<file path="config.mk">
export PLATFORM = sky130hd
export DESIGN_NAME = scc_control
export DESIGN_NICKNAME = d
export VERILOG_FILES = /design/src/scc_pkg.sv /design/src/scc_control.sv
export SDC_FILE = /design/constraint.sdc
export NUM_CORES = 1
export LEC_CHECK = 0
export BUFFER_PORTS_ARGS = -buffer_cell sky130_fd_sc_hd__buf_4
export CAP_MARGIN = 10
export CORE_MARGIN = 2
export CORE_UTILIZATION = 40
export DETAILED_ROUTE_END_ITERATION = 7
export PLACE_DENSITY_LB_ADDON = 0.12
export SLEW_MARGIN = 40
export SYNTH_ARGS = -nofsm -noshare
export SYNTH_HDL_FRONTEND = slang
export SYNTH_SLANG_ARGS = --single-unit
</file>
<file path="constraint.sdc">
create_clock -name clock -period 2.6 [get_ports clock]
set_input_delay 0.65 -clock clock [delete_from_list [all_inputs] [get_ports clock]]
set_output_delay 0.65 -clock clock [all_outputs]
set_load 0.02 [all_outputs]
</file>
<file path="src/scc_pkg.sv">
// Constants, types and timing counts for the sixteen-bit card control signalling.
//
// Function
// Output enable low during memory reads.
// Output enable marks DMA write terminal count.
// Shared line is ready only in memory mode.
// Busy memory card holds ready low.
// Memory card drives ready high when free.
// I/O card asserts interrupt request for service.
// Interrupt request stays high when idle.
// Attribute select high for common memory.
// Attribute select steers attribute or I/O space.
// Attribute select is DMA acknowledge during DMA.
// DMA data moves with acknowledge plus strobe.
// Card reset output forces hard reset.
// Voltage from both sense lines together.
// Wait asserted holds the cycle open.
// Write enable strobes memory write data.
// Write enable marks DMA read terminal count.
// Write protect reflects card switch.
// I/O card flags sixteen-bit port on write protect.
// DMA card requests DMA on write protect.
// I/O read strobe is the DMA write strobe.
// I/O write strobe for DMA from host memory.
// Active-low strobes; card inputs synchronised.
package scc_pkg;

  // ----------------------------------------------------------------
  // Timing
  // ----------------------------------------------------------------
  localparam int CLOCK_PERIOD_NS = 10;
  localparam int SETUP_TIME_NS = 20;
  localparam int STROBE_TIME_NS = 30;
  localparam int HOLD_TIME_NS = 20;
  localparam int SETUP_CYCLES = (SETUP_TIME_NS + CLOCK_PERIOD_NS - 1) / CLOCK_PERIOD_NS;
  localparam int STROBE_CYCLES = (STROBE_TIME_NS + CLOCK_PERIOD_NS - 1) / CLOCK_PERIOD_NS;
  localparam int HOLD_CYCLES = (HOLD_TIME_NS + CLOCK_PERIOD_NS - 1) / CLOCK_PERIOD_NS;
  localparam int COUNT_WIDTH = 4;

  // ----------------------------------------------------------------
  // Synchroniser lanes
  // ----------------------------------------------------------------
  localparam int SYNC_LANES = 5;
  localparam int LANE_WAIT = 0;
  localparam int LANE_READY_IRQ = 1;
  localparam int LANE_PROTECT = 2;
  localparam int LANE_SENSE_ONE = 3;
  localparam int LANE_SENSE_TWO = 4;

  // ----------------------------------------------------------------
  // Reset values
  // ----------------------------------------------------------------
  localparam logic STROBE_IDLE = 1'h1;
  localparam logic CARD_RESET_AT_RESET = 1'h1;
  localparam logic [1:0] SENSE_AT_RESET = 2'h3;

  // ----------------------------------------------------------------
  // Types
  // ----------------------------------------------------------------
  typedef enum logic [2:0] {
    SCC_MEM_RD,
    SCC_MEM_WR,
    SCC_ATTR_RD,
    SCC_ATTR_WR,
    SCC_IO_RD,
    SCC_IO_WR,
    SCC_DMA_RD,
    SCC_DMA_WR
  } scc_cmd_e;

  typedef enum logic [1:0] {
    SCC_IDLE,
    SCC_SETUP,
    SCC_STROBE,
    SCC_HOLD
  } scc_state_e;

endpackage

</file>
<file path="src/scc_control.sv">
// Socket-side control strobes, status sensing and reset for a sixteen-bit card.
`timescale 1ns/100ps
module scc_control
(
  input wire logic clock, // System clock, 100 MHz.
  input wire logic rst_n, // Asynchronous reset, active low.
  input wire logic cmd_valid, // Host requests a card cycle.
  input wire scc_pkg::scc_cmd_e cmd_kind, // Kind of card cycle.
  input wire logic cmd_last, // Final DMA transfer, raises terminal count.
  input wire logic memory_only_mode, // Socket and card set for memory-only use.
  input wire logic dma_enable, // DMA to the card is in use.
  input wire logic host_card_reset, // Host asks for a card hard reset.
  input wire logic wait_n, // Card wait line, active low.
  input wire logic ready_irq, // Shared ready and interrupt request line.
  input wire logic write_protect_in, // Shared write-protect line.
  input wire logic voltage_sense_one, // First voltage-sense line.
  input wire logic voltage_sense_two, // Second voltage-sense line.
  output logic cmd_ready, // Controller idle and able to take a cycle.
  output logic cycle_sample, // Pulse where read data is valid on the bus.
  output logic cycle_done, // Pulse when a card cycle has finished.
  output logic oe_n, // Output enable, active low.
  output logic we_n, // Write enable, active low.
  output logic reg_n, // Attribute select and DMA acknowledge, active low.
  output logic io_read_strobe_n, // I/O read strobe, active low.
  output logic io_write_strobe_n, // I/O write strobe, active low.
  output logic card_reset, // Card hard reset, active high.
  output logic card_ready, // Memory card ready.
  output logic card_interrupt_request, // I/O card wants service.
  output logic write_protected, // Memory card write-protect switch set.
  output logic port_sixteen_bit_ack, // Addressed I/O port is sixteen bits wide.
  output logic dma_request, // Card requests a DMA transfer.
  output logic [1:0] card_voltage // Settled pair of voltage-sense levels.
);

  // ----------------------------------------------------------------
  // Input synchronisers
  // ----------------------------------------------------------------
  logic [scc_pkg::SYNC_LANES-1:0] raw_in;
  logic [scc_pkg::SYNC_LANES-1:0] sync_one;
  logic [scc_pkg::SYNC_LANES-1:0] sync_two;

  assign raw_in[scc_pkg::LANE_WAIT] = wait_n;
  assign raw_in[scc_pkg::LANE_READY_IRQ] = ready_irq;
  assign raw_in[scc_pkg::LANE_PROTECT] = write_protect_in;
  assign raw_in[scc_pkg::LANE_SENSE_ONE] = voltage_sense_one;
  assign raw_in[scc_pkg::LANE_SENSE_TWO] = voltage_sense_two;

  genvar lane;
  generate
    for (lane = 0; lane < scc_pkg::SYNC_LANES; lane++)
    begin : g_sync
      always_ff @(posedge clock or negedge rst_n)
      begin
        if (!rst_n)
        begin
          sync_one[lane] <= 1'h1;
          sync_two[lane] <= 1'h1;
        end
        else
        begin
          sync_one[lane] <= raw_in[lane];
          sync_two[lane] <= sync_one[lane];
        end
      end
    end
  endgenerate

  wire wait_active = !sync_two[scc_pkg::LANE_WAIT];
  wire line_ready_irq = sync_two[scc_pkg::LANE_READY_IRQ];
  wire line_protect = sync_two[scc_pkg::LANE_PROTECT];
  wire [1:0] sense_pair = {sync_two[scc_pkg::LANE_SENSE_TWO], sync_two[scc_pkg::LANE_SENSE_ONE]};

  // ----------------------------------------------------------------
  // Cycle sequencer
  // ----------------------------------------------------------------
  scc_pkg::scc_state_e state;
  scc_pkg::scc_state_e next_state;
  scc_pkg::scc_cmd_e kind;
  logic last;
  logic [scc_pkg::COUNT_WIDTH-1:0] count;
  logic [scc_pkg::COUNT_WIDTH-1:0] next_count;

  localparam logic [scc_pkg::COUNT_WIDTH-1:0] SETUP_LOAD = 4'(scc_pkg::SETUP_CYCLES - 1);
  localparam logic [scc_pkg::COUNT_WIDTH-1:0] STROBE_LOAD = 4'(scc_pkg::STROBE_CYCLES - 1);
  localparam logic [scc_pkg::COUNT_WIDTH-1:0] HOLD_LOAD = 4'(scc_pkg::HOLD_CYCLES - 1);

  wire accept = (state == scc_pkg::SCC_IDLE) && cmd_valid;
  wire count_zero = (count == 4'h0);
  wire strobe_end = (state == scc_pkg::SCC_STROBE) && count_zero && !wait_active;

  always_comb
  begin
    next_state = state;
    next_count = count;
    unique case (state)
      scc_pkg::SCC_IDLE:
      begin
        if (cmd_valid)
        begin
          next_state = scc_pkg::SCC_SETUP;
          next_count = SETUP_LOAD;
        end
      end
      scc_pkg::SCC_SETUP:
      begin
        if (count_zero)
        begin
          next_state = scc_pkg::SCC_STROBE;
          next_count = STROBE_LOAD;
        end
        else
          next_count = count - 4'h1;
      end
      scc_pkg::SCC_STROBE:
      begin
        if (!count_zero)
          next_count = count - 4'h1;
        else if (!wait_active)
        begin
          next_state = scc_pkg::SCC_HOLD;
          next_count = HOLD_LOAD;
        end
      end
      scc_pkg::SCC_HOLD:
      begin
        if (count_zero)
          next_state = scc_pkg::SCC_IDLE;
        else
          next_count = count - 4'h1;
      end
    endcase
  end

  // The command kind is taken from the port on acceptance so that strobes for the
  // first cycle already match the new command.
  wire scc_pkg::scc_cmd_e next_kind = accept ? cmd_kind : kind;
  wire next_last = accept ? cmd_last : last;

  wire k_mem_rd = (next_kind == scc_pkg::SCC_MEM_RD) || (next_kind == scc_pkg::SCC_ATTR_RD);
  wire k_mem_wr = (next_kind == scc_pkg::SCC_MEM_WR) || (next_kind == scc_pkg::SCC_ATTR_WR);
  wire k_attr = (next_kind == scc_pkg::SCC_ATTR_RD) || (next_kind == scc_pkg::SCC_ATTR_WR);
  wire k_io_rd = (next_kind == scc_pkg::SCC_IO_RD);
  wire k_io_wr = (next_kind == scc_pkg::SCC_IO_WR);
  wire k_dma_rd = (next_kind == scc_pkg::SCC_DMA_RD);
  wire k_dma_wr = (next_kind == scc_pkg::SCC_DMA_WR);

  wire next_busy = (next_state != scc_pkg::SCC_IDLE);
  wire next_strobe = (next_state == scc_pkg::SCC_STROBE);

  wire oe_on = next_strobe && (k_mem_rd || (k_dma_wr && next_last));
  wire we_on = next_strobe && (k_mem_wr || (k_dma_rd && next_last));
  wire io_read_on = next_strobe && (k_io_rd || k_dma_wr);
  wire io_write_on = next_strobe && (k_io_wr || k_dma_rd);
  // Common memory leaves attribute select high for the whole cycle.
  wire reg_on = next_busy &&
    (k_attr || k_io_rd || k_io_wr || k_dma_rd || k_dma_wr);

  always_ff @(posedge clock or negedge rst_n)
  begin
    if (!rst_n)
    begin
      state <= scc_pkg::SCC_IDLE;
      count <= 4'h0;
      kind <= scc_pkg::SCC_MEM_RD;
      last <= 1'h0;
    end
    else
    begin
      state <= next_state;
      count <= next_count;
      kind <= next_kind;
      last <= next_last;
    end
  end

  always_ff @(posedge clock or negedge rst_n)
  begin
    if (!rst_n)
    begin
      oe_n <= scc_pkg::STROBE_IDLE;
      we_n <= scc_pkg::STROBE_IDLE;
      reg_n <= scc_pkg::STROBE_IDLE;
      io_read_strobe_n <= scc_pkg::STROBE_IDLE;
      io_write_strobe_n <= scc_pkg::STROBE_IDLE;
      cmd_ready <= 1'h0;
      cycle_sample <= 1'h0;
      cycle_done <= 1'h0;
    end
    else
    begin
      oe_n <= !oe_on;
      we_n <= !we_on;
      reg_n <= !reg_on;
      io_read_strobe_n <= !io_read_on;
      io_write_strobe_n <= !io_write_on;
      cmd_ready <= !next_busy;
      cycle_sample <= strobe_end;
      cycle_done <= (state == scc_pkg::SCC_HOLD) && count_zero;
    end
  end

  // ----------------------------------------------------------------
  // Status sensing and card reset
  // ----------------------------------------------------------------
  logic [1:0] sense_prev;
  wire sense_settled = (sense_pair == sense_prev);

  always_ff @(posedge clock or negedge rst_n)
  begin
    if (!rst_n)
    begin
      card_reset <= scc_pkg::CARD_RESET_AT_RESET;
      card_ready <= 1'h0;
      card_interrupt_request <= 1'h0;
      write_protected <= 1'h0;
      port_sixteen_bit_ack <= 1'h0;
      dma_request <= 1'h0;
      sense_prev <= scc_pkg::SENSE_AT_RESET;
      card_voltage <= scc_pkg::SENSE_AT_RESET;
    end
    else
    begin
      card_reset <= host_card_reset;
      card_ready <= memory_only_mode && line_ready_irq;
      card_interrupt_request <= !memory_only_mode && !line_ready_irq;
      write_protected <= memory_only_mode && line_protect;
      port_sixteen_bit_ack <= !memory_only_mode && !dma_enable && !line_protect;
      dma_request <= dma_enable && line_protect;
      sense_prev <= sense_pair;
      if (sense_settled)
        card_voltage <= sense_pair;
    end
  end
endmodule

</file>
## Word level (Yosys, flattened, before mapping)

Index checks and enable logic that the tools add are counted.

- Register bits: 38
- Logic and storage cells: 103

- $add $sub $neg: 1
- Eq/ne operators: 15
- Multiplexer cells: 14
- Reductions and logical operators: 43

Operators by type and width:

| operator | count |
|---|---|
| two-way mux 4 bit | 5 |
| logical AND 1 bit | 17 |
| one-hot mux 4 bit (4 select lines) | 1 |
| equality test 3 bit (second input constant) | 4 |
| logical OR 1 bit | 11 |
| zero test 1 bit | 10 |
| two-way mux 2 bit | 5 |
| one-hot mux 2 bit (4 select lines) | 1 |
| equality test 2 bit (second input constant) | 3 |
| equality test 3 x 2 -> 1 bit (second input constant) | 2 |
| zero test 4 bit | 1 |
| != test 2 bit (second input constant) | 2 |
| subtractor 4 x 1 -> 4 bit (second input constant) | 1 |
| equality test 3 x 1 -> 1 bit (second input constant) | 1 |
| zero test 3 bit | 1 |
| two-way mux 3 bit | 1 |
| != test 3 bit (second input constant) | 1 |
| AND reduction 3 bit | 1 |
| equality test 2 x 1 -> 1 bit (second input constant) | 1 |
| equality test 2 bit | 1 |
| zero test 2 bit | 1 |
| nonzero test 2 bit | 1 |
| two-way mux 1 bit | 1 |

## Logic depth before layout (Yosys ltp)

- Depth after elaboration: 11
- Mapped depth: 5

## Worst setup path before layout

No wires, ideal clock.

- Path kind: input -> register
- Start: input cmd_valid
- End: register reg_n
- Arrival: 1.559 ns
- Data required time: 2.527 ns
- Setup slack: 0.968 ns
- Stages: 4
- Buffers on the path: 1
- Cells stage by stage: or3b_1 -> buf_6 -> mux2_4 -> o21bai_1

- Longest elaborated chain between the ends: 10
- Elaborated cells between the ends (all ways): 18
- Those cells by class: eq/ne (6); mux (3); reduce/logical (9)

RTL lines:

| item | RTL line | source |
|---|---|---|
| start: declaration | scc_control.sv:7 | `input wire logic cmd_valid,` |
| logical AND 1 bit * | scc_control.sv:87 | `wire accept = (state == scc_pkg::SCC_IDLE) && cmd_valid;` |
| two-way mux 3 bit * | scc_control.sv:136 | `wire scc_pkg::scc_cmd_e next_kind = accept ? cmd_kind : kind;` |
| named net next_kind[2] | scc_control.sv:136 |  |
| equality test 3 x 2 -> 1 bit | scc_control.sv:141 | `wire k_attr = (next_kind == scc_pkg::SCC_ATTR_RD) \|\| (next_kind == scc_pkg::SCC_ATTR_WR);` |
| logical OR 1 bit | scc_control.sv:141 |  |
| logical OR 1 bit (3 in series) | scc_control.sv:156 | `(k_attr \|\| k_io_rd \|\| k_io_wr \|\| k_dma_rd \|\| k_dma_wr);` |
| logical OR 1 bit * | scc_control.sv:156 |  |
| logical AND 1 bit * | scc_control.sv:155 | `wire reg_on = next_busy &&` |
| zero test 1 bit * | scc_control.sv:193 | `reg_n <= !reg_on;` |
| end signal: assignment | scc_control.sv:182 | `reg_n <= scc_pkg::STROBE_IDLE;` |
| end signal: assignment | scc_control.sv:193 |  |
| end: declaration | scc_control.sv:23 | `output logic reg_n,` |

Mark *: on every way through the listed nets, which the timed path passes. The rest lies on a longest branch.
A chain may end at the register's enable or synchronous reset.

## Final worst setup path

- Start: register count[1] (netlist bit)
- End: register io_write_strobe_n

- Longest elaborated chain between the ends: 6
- Elaborated cells between the ends (all ways): 8
- Those cells by class: eq/ne (1); mux (4); reduce/logical (3)

RTL lines:

| item | RTL line | source |
|---|---|---|
| start: declaration | scc_control.sv:80 | `logic [scc_pkg::COUNT_WIDTH-1:0] count;` |
| start signal: assignment | scc_control.sv:170 | `count <= next_count;` |
| zero test 4 bit * | scc_control.sv:88 | `wire count_zero = (count == 4'h0);` |
| two-way mux 2 bit (on tied branches) | scc_control.sv:126, scc_control.sv:106, scc_control.sv:116 |  |
| one-hot mux 2 bit (4 select lines) * | scc_control.sv:95 | `unique case (state)` |
| equality test 2 bit * | scc_control.sv:148 | `wire next_strobe = (next_state == scc_pkg::SCC_STROBE);` |
| logical AND 1 bit * | scc_control.sv:153 | `wire io_write_on = next_strobe && (k_io_wr \|\| k_dma_rd);` |
| zero test 1 bit * | scc_control.sv:195 | `io_write_strobe_n <= !io_write_on;` |
| end signal: assignment | scc_control.sv:184 | `io_write_strobe_n <= scc_pkg::STROBE_IDLE;` |
| end signal: assignment | scc_control.sv:195 |  |
| end: declaration | scc_control.sv:25 | `output logic io_write_strobe_n,` |

Mark *: on every way between the ends. The rest lies on a longest branch, timed or not.

==> flow_summary.toml <==
[run_status]
status = "finished, final reports clean"

[timing]
worstMarginPinSlew_ns = 0.548
rsz0062_at_grt = "false"
skew_ns = 0.00283
fin_tns_setup_ns = 0
relSlewSlack_pct = 63.3
slew_viol_final = 0
min_period_over_period_pct = 68.0
setup_viol = 0
clock.fmax_ghz = 0.566
timing.final.crit_period_ns = 1.77
hold_viol = 0

[cts]
clk_path_buf_depth = 2
htree_levels = 2
cts_buffers = 5
cts_resized = 0
clockRootBuffer = "clkbuf_8"
insertion_delay_ns = 0.28
cts_num_sinks = 38
cts_tree = "yes"
hold_buffers = 0
post_cts_buffers = 0
clk_pin_slew_worst_paths_ns = 0.07

[global_route]
grt_pass1_vias = 1042
grt_start_max_net_pins = 39
grt_usage_pct = 14.5
grt_pass1_wl_um = 4710
antenna_found_initial = 0
grt_overflow = 0

[synthesis]
synthesis.area_mm2 = 0.00155
yosysSeqAreaShare_pct = 62.9
yosys_warnings = 0
synthArstFlopShare_pct = 100
avgSynthCellArea_um2 = 13.4
synth-edff-count = 0
yosys_most_used_dff = "dfstp_2"
synthCells = 116
synth_top_cell_by_area = "dfstp_2"
syn_nets = 133
synthTopCellsByArea = "dfstp_2, dfrtp_1, o2111ai_1"
yosysTopAreaCellShare_pct = 33.9
yosysMostFrequentCell = "dfstp_2"
ys_ff_latch = 38
yosys-top-cells-count = "dfstp_2, dfrtp_1, nand2_1"
ys_types = 39

[final_layout]
syn_to_final_growth_pct = 24.0
regArea_um2 = 976
drive_above_1_share_pct = 43.7
n_fill_cell = 340
finalNetCount = 167
diodes = 0
multiInputGateArea_um2 = 538
stdcell_count = 199

[flow_run]
maxCapViolations = 0

[drt]
drtIter0Drc = 77
wl_per_cell_um = 13.5
ant_nets = 0
routed_wl_um = 2680
drc = 0
dr.pass1.iters = 4
vias_per_cell = 5.06
vias = 1007

[placement]
dp_hpwl_um = 1920
place_inst = 191
gp_congestion = 0.815
portBuffers = 30

[power_and_ir_drop]
power_density_mw_per_mm2 = 1050
leakagePower_uw = 0.000847
peakVddDrop_v = 0.000505

[critical_path]
crit_family = "simple AND/OR/NAND/NOR gates"
crit_buf_inv = 1
required_ns = 2.78
slowest_delay_ns = 0.49
cp.arrival_ns = 1.94
crit_fanout = 10
end_kind = "register"
cp_slowest_cell = "nor3b_2"
path_cells = "inv_1 > ha_1 > nor3b_2 > o2bb2ai_1 > o2111ai_1"
worstSetupPathType = "register to register"
start_kind = "register"

[die]
rows = 22
ios = 31
die_h_um = 66.3
core_mm2 = 0.00369
die-area_mm2 = 0.00439
start_util_pct = 42.1
die_x_um = 66.3

[worst_hold_path]
min-delay-path-class = "input pin to async pin"
## per-layer routing
layer,part of all wire [%],up-vias,global-route usage [%]
li1,-,475,-
met4,2.1,0,7.40
met3,5.3,7,5.45
met1,42,500,16.4
met5,0,-,0
met2,51,25,23.8
## state kept, by name, indices dropped and copies added, names as in the netlist, 2 cells and up
signal        count
sync_one          5
sense_pair        2
state             2
count             4
card_voltage      2
kind              3
sense_prev        2
## power by group
part           internal [µW]  switching [µW]
Clock                    287             186
Sequential               757             145
Combinational            326             310
## final cells by class
type                            instances  area share, %
Sequential cell                        38           50.7
Multi-Input combinational cell         70           28.0
Timing Repair Buffer                   30           11.7
Clock buffer                            7           3.97
Tap cell                               48           3.12
Clock inverter                          1           1.56
Inverter                                5          0.975
## kinds of logic after synthesis
kind of cell    count (synthesis)  share of synthesized area [%]
compound gates                 21                           10.8
xor+xnor                        5                           2.82
fa+ha+maj                       2                           1.61
buf+inv                         8                           2.42
flops                          38                           62.9
mux                             7                           6.05
simple gates                   35                           13.4
## layout by cell type (no fill, tap or decap), types with 2 or more instances in the layout
master,instances
a21oi_1,2
nor2_1,4
nand2_1,6
ha_1,2
mux2i_1,3
clkbuf_1,2
o2bb2ai_1,3
dfstp_2,20
buf_4,30
nand3_1,4
o2111ai_1,4
mux2_4,2
o21bai_1,3
nand3b_1,2
and2_1,3
nand2b_1,4
xnor2_1,4
o21ai_0,2
inv_1,4
clkbuf_8,5
nor3b_2,2
nor3_1,4
dfrtp_1,18
## path summary, 6_finish.rpt
path                             start                end  slack, ns  depth (start not counted)
max in group asynchronous        rst_n               oe_n       1.93                          1
max reg2reg                   count[1]  io_write_strobe_n       0.83                          5
max                           count[1]  io_write_strobe_n       0.83                          5
min reg2reg                sync_one[1]     line_ready_irq       0.36                          0
min                              rst_n           count[3]       0.31                          1
min in group clock         sync_one[1]     line_ready_irq       0.36                          0
## metrics by stage
step / cell area, µm² / hold slack [ns] / setup slack (ns) / power, µW / util [%]
after floorplan: 1550 / 0.345 / 0.968 / 1360 / -
after global placement: 1820 / 0.346 / 0.735 / 1530 / 49.3
after detailed placement: 1820 / 0.347 / 0.691 / 1550 / 49.3
after CTS: 1920 / 0.328 / 0.834 / 2040 / 52.2
after global routing: 1920 / 0.340 / 0.595 / 2160 / 52.2
final: 1920 / 0.315 / 0.832 / 2010 / 52.2
No activity file was read; power rests on OpenSTA's default activity.
